--- config.mk ---
export PLATFORM = sky130hd
export DESIGN_NAME = ddr3_odt_latency_control
export DESIGN_NICKNAME = d
export VERILOG_FILES = /design/src/ddr3_odt_pkg.sv /design/src/odt_delay_line.sv /design/src/ddr3_odt_latency_control.sv
export VERILOG_INCLUDE_DIRS = /design/src
export SDC_FILE = /design/constraint.sdc
export NUM_CORES = 1
export LEC_CHECK = 0
export BUFFER_PORTS_ARGS = -buffer_cell sky130_fd_sc_hd__buf_2
export CAP_MARGIN = 20
export CORE_UTILIZATION = 42
export CTS_BUF_LIST = sky130_fd_sc_hd__clkbuf_8
export DETAILED_ROUTE_END_ITERATION = 10
export GPL_ROUTABILITY_DRIVEN = 0
export SLEW_MARGIN = 20
export SYNTH_ARGS = -nofsm -noshare
export SYNTH_HDL_FRONTEND = slang
export SYNTH_HIERARCHICAL = 1
export SYNTH_SLANG_ARGS = --single-unit
--- constraint.sdc ---
create_clock -name clk_i -period 13.5 [get_ports clk_i]
set_clock_uncertainty 0.1 [all_clocks]
set_input_delay 1.35 -clock clk_i [delete_from_list [all_inputs] [get_ports clk_i]]
set_output_delay 1.35 -clock clk_i [all_outputs]
set_load 0.01 [all_outputs]
--- src/ddr3_odt_params.svh ---
// constants for the on-die termination latency control block
`ifndef DDR3_ODT_PARAMS_SVH
`define DDR3_ODT_PARAMS_SVH

// ----------------------------------------------------------------
// register byte offsets
// ----------------------------------------------------------------
`define ODT_ADR_MR0 8'h00
`define ODT_ADR_MR1 8'h04
`define ODT_ADR_MR2 8'h08
`define ODT_ADR_LAT 8'h0c
`define ODT_ADR_STAT 8'h10

// ----------------------------------------------------------------
// field positions
// ----------------------------------------------------------------
`define ODT_MR0_PD_DLL_BIT 12
`define ODT_MR1_NOM_B0 2
`define ODT_MR1_NOM_B1 6
`define ODT_MR1_NOM_B2 9
`define ODT_MR2_WR_B0 9
`define ODT_MR2_WR_B1 10
`define ODT_LAT_CWL_LSB 0
`define ODT_LAT_AL_LSB 8

// ----------------------------------------------------------------
// reset values
// ----------------------------------------------------------------
`define ODT_RST_MR 16'h0000
`define ODT_RST_CWL 5'h05
`define ODT_RST_AL 5'h00

// ----------------------------------------------------------------
// timing counts in link clock cycles, and the delay line tap width
// ----------------------------------------------------------------
`define ODT_LAT_SUB 2
`define ODT_ANPD_SUB 1
`define ODT_CWN4_ADD 4
`define ODT_CWN8_ADD 6
`define ODT_TAP_W 5

`endif

--- src/ddr3_odt_pkg.sv ---
// types shared by the on-die termination latency control block
package ddr3_odt_pkg;

   // pins from the memory controller, all asynchronous to clk_i
   typedef struct packed {
      logic ck;
      logic odt;
      logic cke;
      logic wr;
      logic bc4;
   } link_pins_t;

   // classic wishbone request
   typedef struct packed {
      logic cyc;
      logic stb;
      logic we;
      logic [3:0] sel;
      logic [7:0] adr;
      logic [31:0] dat;
   } wb_req_t;

   // classic wishbone answer
   typedef struct packed {
      logic ack;
      logic [31:0] dat;
   } wb_rsp_t;

   // termination state towards the io cells
   typedef struct packed {
      logic on;
      logic wr_sel;
      logic [2:0] code;
      logic async;
      logic trans;
   } rtt_out_t;

endpackage

--- src/odt_delay_line.sv ---
// odt shift line with a selectable tap, advanced on link clock edges
`timescale 1ns/1ps
module odt_delay_line #(
   parameter int TW = 5
) (
   input wire logic clk_i,
   input wire logic rst_i,
   input wire logic shift_i,
   input wire logic din_i,
   input wire logic [TW-1:0] tap_i,
   output logic dout_o
);
   localparam int DEPTH = 2 ** TW;

   typedef struct packed {
      logic [DEPTH-1:0] sr;
   } dl_state_t;

   dl_state_t st_q;
   dl_state_t st_d;

   // shift one stage per detected link edge
   always_comb begin
      st_d = st_q;
      if (shift_i) begin
         st_d.sr = {st_q.sr[DEPTH-2:0], din_i};
      end
   end

   always_ff @(posedge clk_i) begin
      if (rst_i) begin
         st_q <= '0;
      end else begin
         st_q <= st_d;
      end
   end

   // tap 0 is the sample just registered
   assign dout_o = st_q.sr[tap_i];
endmodule

--- src/ddr3_odt_latency_control.sv ---
// on-die termination latency control with wishbone mode registers
`timescale 1ns/1ps
`include "ddr3_odt_params.svh"
module ddr3_odt_latency_control #(
   parameter int LAT_W = `ODT_TAP_W
) (
   input wire logic clk_i,
   input wire logic rst_i,
   input wire ddr3_odt_pkg::wb_req_t wb_i,
   output ddr3_odt_pkg::wb_rsp_t wb_o,
   input wire ddr3_odt_pkg::link_pins_t pins_i,
   input wire logic dll_locked_i,
   input wire logic dq_drive_i,
   output ddr3_odt_pkg::rtt_out_t rtt_o
);
   import ddr3_odt_pkg::*;

   localparam int CW = LAT_W + 1;
   localparam logic [CW-1:0] LAT_MAX = CW'((2 ** LAT_W) - 1);

   typedef struct packed {
      link_pins_t s1;
      link_pins_t s2;
      logic ck3;
      logic [15:0] mr0;
      logic [15:0] mr1;
      logic [15:0] mr2;
      logic [4:0] cwl;
      logic [4:0] al;
      logic ack;
      logic [31:0] rdat;
      logic odt_r;
      logic cke_r;
      logic [CW-1:0] age;
      logic wact;
      logic wbc4;
      logic [CW-1:0] wcnt;
      logic rtt_wr;
      logic [CW-1:0] tcnt;
      rtt_out_t out;
   } ctl_state_t;

   ctl_state_t st_q;
   ctl_state_t st_d;
   logic dl_out;

   // ----------------------------------------------------------------
   // helpers
   // ----------------------------------------------------------------

   // write latency minus a constant, floored at zero, capped by the line
   function automatic logic [CW-1:0] wl_minus(input logic [4:0] cwl, input logic [4:0] al,
                                              input int sub);
      logic [6:0] wl;
      logic [6:0] r;
      wl = {2'b00, cwl} + {2'b00, al};
      r = (wl >= 7'(sub)) ? 7'(wl - 7'(sub)) : 7'h00;
      if (r > 7'(LAT_MAX)) begin
         r = 7'(LAT_MAX);
      end
      return r[CW-1:0];
   endfunction

   // byte-lane write merge
   function automatic logic [31:0] merge(input logic [31:0] old, input logic [31:0] wd,
                                         input logic [3:0] sel);
      logic [31:0] r;
      r = old;
      for (int i = 0; i < 4; i++) begin
         if (sel[i]) begin
            r[i*8 +: 8] = wd[i*8 +: 8];
         end
      end
      return r;
   endfunction

   function automatic logic [2:0] nom_code(input logic [15:0] mr1);
      return {mr1[`ODT_MR1_NOM_B2], mr1[`ODT_MR1_NOM_B1], mr1[`ODT_MR1_NOM_B0]};
   endfunction

   function automatic logic [2:0] wr_code(input logic [15:0] mr2);
      return {1'b0, mr2[`ODT_MR2_WR_B1], mr2[`ODT_MR2_WR_B0]};
   endfunction

   // ----------------------------------------------------------------
   // decoded configuration
   // ----------------------------------------------------------------
   logic tick;
   logic term_en;
   logic dyn_en;
   logic async_d;
   logic [CW-1:0] lat;
   logic [CW-1:0] anpd;
   logic [CW-1:0] wnext;
   logic bus_req;
   logic bus_wr;

   // link edge and mode decode
   always_comb begin
      tick = st_q.s2.ck & ~st_q.ck3;
      term_en = (|nom_code(st_q.mr1)) | (|wr_code(st_q.mr2));
      dyn_en = |wr_code(st_q.mr2);
      lat = wl_minus(st_q.cwl, st_q.al, `ODT_LAT_SUB);
      anpd = wl_minus(st_q.cwl, st_q.al, `ODT_ANPD_SUB);
      async_d = dll_locked_i & ~st_q.cke_r & ~st_q.mr0[`ODT_MR0_PD_DLL_BIT];
      wnext = CW'(st_q.wcnt + 1'b1);
      bus_req = wb_i.cyc & wb_i.stb & ~st_q.ack;
      bus_wr = bus_req & wb_i.we;
   end

   odt_delay_line #(.TW(LAT_W)) odt_delay_line_i (
      .clk_i(clk_i),
      .rst_i(rst_i),
      .shift_i(tick),
      .din_i(st_q.s2.odt),
      .tap_i(lat[LAT_W-1:0]),
      .dout_o(dl_out)
   );

   // ----------------------------------------------------------------
   // next state
   // ----------------------------------------------------------------
   always_comb begin
      logic src;
      logic [31:0] w;
      src = 1'b0;
      w = 32'h0000_0000;
      st_d = st_q;
      // pin synchronisers, first stage only feeds the second
      st_d.s1 = pins_i;
      st_d.s2 = st_q.s1;
      st_d.ck3 = st_q.s2.ck;

      // register writes
      if (bus_wr) begin
         case (wb_i.adr)
            `ODT_ADR_MR0: begin
               w = merge({16'h0000, st_q.mr0}, wb_i.dat, wb_i.sel);
               st_d.mr0 = w[15:0];
            end
            `ODT_ADR_MR1: begin
               w = merge({16'h0000, st_q.mr1}, wb_i.dat, wb_i.sel);
               st_d.mr1 = w[15:0];
            end
            `ODT_ADR_MR2: begin
               w = merge({16'h0000, st_q.mr2}, wb_i.dat, wb_i.sel);
               st_d.mr2 = w[15:0];
            end
            `ODT_ADR_LAT: begin
               w = merge({19'h0, st_q.al, 3'h0, st_q.cwl}, wb_i.dat, wb_i.sel);
               st_d.cwl = w[`ODT_LAT_CWL_LSB +: 5];
               st_d.al = w[`ODT_LAT_AL_LSB +: 5];
            end
            default: begin
               w = 32'h0000_0000;
            end
         endcase
      end

      // register reads, unmapped reads as zero
      st_d.ack = bus_req;
      if (bus_req) begin
         case (wb_i.adr)
            `ODT_ADR_MR0: st_d.rdat = {16'h0000, st_q.mr0};
            `ODT_ADR_MR1: st_d.rdat = {16'h0000, st_q.mr1};
            `ODT_ADR_MR2: st_d.rdat = {16'h0000, st_q.mr2};
            `ODT_ADR_LAT: st_d.rdat = {19'h0, st_q.al, 3'h0, st_q.cwl};
            `ODT_ADR_STAT: st_d.rdat = {26'h0, dyn_en, term_en, st_q.out.trans,
                                        st_q.out.async, st_q.out.wr_sel, st_q.out.on};
            default: st_d.rdat = 32'h0000_0000;
         endcase
      end

      // pins registered on the link rising edge
      if (tick) begin
         st_d.odt_r = st_q.s2.odt;
         st_d.cke_r = st_q.s2.cke;
         if (st_q.s2.odt != st_q.odt_r) begin
            st_d.age = '0;
         end else if (st_q.age != '1) begin
            st_d.age = CW'(st_q.age + 1'b1);
         end
         // transition window after each cke change
         if (st_q.s2.cke != st_q.cke_r) begin
            st_d.tcnt = anpd;
         end else if (st_q.tcnt != '0) begin
            st_d.tcnt = CW'(st_q.tcnt - 1'b1);
         end
         // write strength window
         if (st_q.s2.wr) begin
            st_d.wact = 1'b1;
            st_d.wbc4 = st_q.s2.bc4;
            st_d.wcnt = '0;
            if (lat == '0) begin
               st_d.rtt_wr = 1'b1;
            end
         end else if (st_q.wact) begin
            st_d.wcnt = wnext;
            if (wnext == lat) begin
               st_d.rtt_wr = 1'b1;
            end
            if (wnext == CW'(lat + (st_q.wbc4 ? `ODT_CWN4_ADD : `ODT_CWN8_ADD))) begin
               st_d.rtt_wr = 1'b0;
               st_d.wact = 1'b0;
            end
         end
      end
      if (!dyn_en) begin
         st_d.rtt_wr = 1'b0;
      end

      // termination source by timing mode
      if (async_d) begin
         src = st_q.odt_r;
      end else if (dll_locked_i) begin
         src = dl_out;
      end
      st_d.out.on = term_en & ~dq_drive_i & src;
      st_d.out.wr_sel = st_d.rtt_wr;
      st_d.out.code = st_d.rtt_wr ? wr_code(st_d.mr2) : nom_code(st_d.mr1);
      st_d.out.async = async_d;
      st_d.out.trans = st_d.tcnt != '0;
   end

   // state register
   always_ff @(posedge clk_i) begin
      if (rst_i) begin
         st_q <= '0;
         st_q.mr0 <= `ODT_RST_MR;
         st_q.mr1 <= `ODT_RST_MR;
         st_q.mr2 <= `ODT_RST_MR;
         st_q.cwl <= `ODT_RST_CWL;
         st_q.al <= `ODT_RST_AL;
         st_q.cke_r <= 1'b1;
      end else begin
         st_q <= st_d;
      end
   end

   assign wb_o = '{ack: st_q.ack, dat: st_q.rdat};
   assign rtt_o = st_q.out;
endmodule

==> summary by stage <==
Synth
The number of warnings reported in the yosys synthesis log is 6. In the synthesized netlist the async set-or-reset flop fraction comes to 0. The post-synthesis instance total is 814. The synthesized netlist contains 70 unique library cells. Summed over all instances, the cell type with the most area after synthesis is dfxtp_1. The count of flip-flops with a built-in enable after synthesis is 0.

The synthesized area divided by synthesized cell count is 8.91 µm². The synthesized cell area is 7260 µm². By area the synthesized netlist is led by dfxtp_1 39%, mux2i_1 17%, nor2_1 8.7%. The synthesized design contains 141 register bits. For this run, the leading register cell type out of synthesis is dfxtp_1. The top-area cell type share of the netlist area is 0.389.

The sequential cell area fraction in the yosys report is 0.389.

Power and ir drop
The power share of the sequential group is 0.543. The leakage power is 3.15 nW. The clock power share is 0.407.

In this run the power spent charging and discharging nets is 0.210 mW. Of the total power, combinational logic draws 0.050. Power spread over the standard cell area amounts to 99.4 nW/µm². Of the total power, the share spent switching nets is 0.270. The largest vdd supply drop is 60.7 µV. The design internal power is 0.565 mW.

Cells and area
The share of final-layout standard cells stronger than drive strength 1 is 0.144. The final net count is 907. The sequential cells in the finished layout cover a total of 2820 µm². The most common cell after layout, fill and taps aside is nor2_1. The top cell types in the final layout, fill and taps aside, are 168 x nor2_1, 141 x dfxtp_1, 120 x mux2i_1, 60 x buf_2, 39 x a21oi_1.

The number of antenna diodes in the final layout is 0. After filler insertion, the fill cell instance count of the layout stands at 1712. In the final layout, the multi-input gates occupy 3920 µm².

The area overhead of the layout relative to synthesis is 7.47%.

Timing
After routing, the total negative slack on setup checks comes to 0 ns. The post-route clock period utilization is 0.430. The number of hold violations in the final report came to 0. On the final layout, the worst hold slack is 0.343 ns. The actual slew at the worst max-slew pin is 1.01 ns. The final count of pins violating max slew is 0.

The worst pin sits at a relative slew slack of 0.324. Timing would allow up to 172 MHz. The final number of setup-violating endpoints is 0. Subtracting the final worst setup slack from the clock period gives 5.81 ns. Setup repair after global routing left no endpoint under its margin.

Route
The first detailed-routing pass took 9 iterations. The count of routing violations after the opening detailed-route iteration is 322. The number of nets still failing antenna checks after routing is 0. The wire length per cell after detailed routing is 14.7 µm. Using the TritonRoute via totals, the vias-per-cell ratio works out to 5.17. Across all layers, the routed design uses 5520 vias.

The remaining design rule violation count is 0. The wire length after detailed routing is 15700 µm.

Die
Pin placement for this block handled 96 I/O pins. The initialized floorplan defines 47 standard-cell rows. The core region is 16700 µm². The die footprint is 17800 µm². Measured along the y axis, the die boundary spans 133 µm. The die span in x is 133 µm.

The initial utilization of the core area, before any placement, comes to 0.434.

Placement
Detailed placement finished with a half-perimeter wire length of 11100 µm. During placement, the flow inserted port buffers numbering 61.

Global route
The busiest layer in global routing is met2. The first global-routing pass estimated 26000 µm of wire. The total global routing overflow is 0. The maximum number of pins on one net before global-route repair is 72. The combined global-route utilization of all metal layers is 0.185.

The met2 usage in global routing is 0.288. The number of global-route vias before repair is 5111. The global routing usage on met1 is 0.247. The global routing met3 resource utilization is 0.0377. The initial antenna violation count is 0.

Critical path
The most common cell type on the critical path is ha_1. The critical path goes through ha_1 > fa_1 > xnor2_2 > ha_1 > nand2_1 > a21oi_1 > o21ai_2 > a21oi_1 > inv_1 > ha_1 > o21ai_0 > xor2_1 > nor4_1 > o311a_2 > o311ai_1 > o21bai_2 > mux2_1. The worst setup path is launched from a flip-flop. The worst setup path is captured at a flip-flop. The critical path start-end classification is flip-flop to flip-flop. STA puts the critical path data required time at 13.75 ns. Counting both buffers and inverters, the worst setup path holds a total of 1. The largest single stage delay on the critical path is 0.46 ns.

The endpoint arrival time on the critical path is 6.06 ns. On the critical path the largest part of the delay comes from compound AO/OA/AOI/OAI gates. The biggest fanout along the worst timing path is 17. The standard cell with the maximum stage delay on the critical path is inv_1.

Clocking
The maximum buffer depth of the clock tree is 2. The number of buffers inserted during clock tree synthesis is 17. The H-tree level count is 4. The clock transition at the registers of the reported paths is 0.09 ns.

The clock net sink count is 141. Buffers added to address setup during post-CTS repair amount to 0. The root buffer selected by CTS is clkbuf_8. The number of resized instances in the post-cts repair step is 0. TritonCTS built the clock tree. Buffers inserted to repair hold after CTS numbered 0. The later pin in the worst-skew pair is clocked with a latency of 0.46 ns.

Worst hold path
The class of the worst hold path is flip-flop to flip-flop.

Job
The total of max-cap violations is 0.

Run status
The run finished with clean final reports.
flip-flops by register name (all words and copies together) (netlist names):
| signal | count |
|---|---|
| st_q | 79 |
| rtt_o | 7 |
| st_d | 6 |
| wb_o | 17 |
| odt_delay_line_i/st_q | 32 |
layout make-up:
type | instances | area share
tap | 220 | 0.0353
clock inverter | 15 | 0.0173
inverter | 18 | 0.00866
clock buffer | 17 | 0.0300
multi-input combinational | 591 | 0.502
timing repair buffer | 66 | 0.0443
sequential | 141 | 0.362
synth_stat cells (all sizes together), types with 6 or more instances:
library cell,instances
ha,15
a22oi,8
nand3,19
a21oi,39
inv,18
xor2,9
xnor2,12
buf,54
mux2i,121
a222oi,7
nor3,13
a31oi,7
nand2,37
o21ai,15
a221oi,6
dfxtp,141
nor2,169
and2,7
nor2b,13
nand3b,6
clkbuf,25
layer usage:
| layer | share of wire | wire (µm) | vias up |
|---|---|---|---|
| li1 | - | - | 2824 |
| met1 | 0.49 | 7640 | 2568 |
| met2 | 0.46 | 7210 | 107 |
| met3 | 0.036 | 558 | 21 |
| met4 | 0.019 | 292 | 0 |
| met5 | 0 | 0 | - |
cells by family (layout without fill, tap and decap cells):
group / Yosys count / in the layout / share of synthesized area
and+or+nand+nor: 296 / 296 / 0.184
DFF: 141 / 141 / 0.389
muxes: 124 / 124 / 0.172
AOI/OAI and AO/OA: 117 / 117 / 0.113
buffers and inverters: 97 / 116 / 0.0809
xor gates and xnor gates: 22 / 22 / 0.0317
adders and majority gates: 16 / 16 / 0.0286
other: 1 / 16 / 0.000517
worst register-to-register path: cells and delay by family, from the launching register on:
family | cells | cell delay, ns
flip-flops | 1 | 0.36
multiplexers | 1 | 0.37
XOR/XNOR | 2 | 0.70
AND/OR/NAND/NOR | 2 | 0.21
buffers and inverters | 1 | 0.46
adder cells (fa/ha/maj) | 4 | 1.49
AO/OA/AOI/OAI | 7 | 1.99
power by group through the flow:
stage               sequential (mW)  clock (mW)  combinational (mW)
floorplan                     0.430           0              0.0301
global placement              0.431           0              0.0392
detailed placement            0.431           0              0.0390
CTS                           0.421       0.324              0.0391
global route                  0.422       0.345              0.0430
finish                        0.421       0.315              0.0386
through the flow:
stage | instance area, µm² | setup slack [ns] | util | std cells | power (mW)
2_1_floorplan | 7310 | 9.05 | - | 829 | 0.460
3_3_place_gp | 7430 | 7.78 | 0.445 | 1036 | 0.470
3_5_place_dp | 7430 | 7.74 | 0.445 | 1036 | 0.470
4_1_cts | 7800 | 7.72 | 0.467 | 1068 | 0.784
5_1_grt | 7800 | 7.28 | 0.467 | 1068 | 0.809
6_report | 7800 | 7.69 | 0.467 | 1068 | 0.775
worst paths after layout:
kind                  start         to  slack, ns  cells past startpoint
setup / recovery   st_q[68]   rtt_o[3]       7.69                     17
hold / removal    st_d[126]  st_d[121]       0.34                      1
setup reg to reg   st_q[68]   rtt_o[3]       7.69                     17
hold reg to reg   st_d[126]  st_d[121]       0.34                      1
Note: power is estimated with default switching activity, not from simulation.
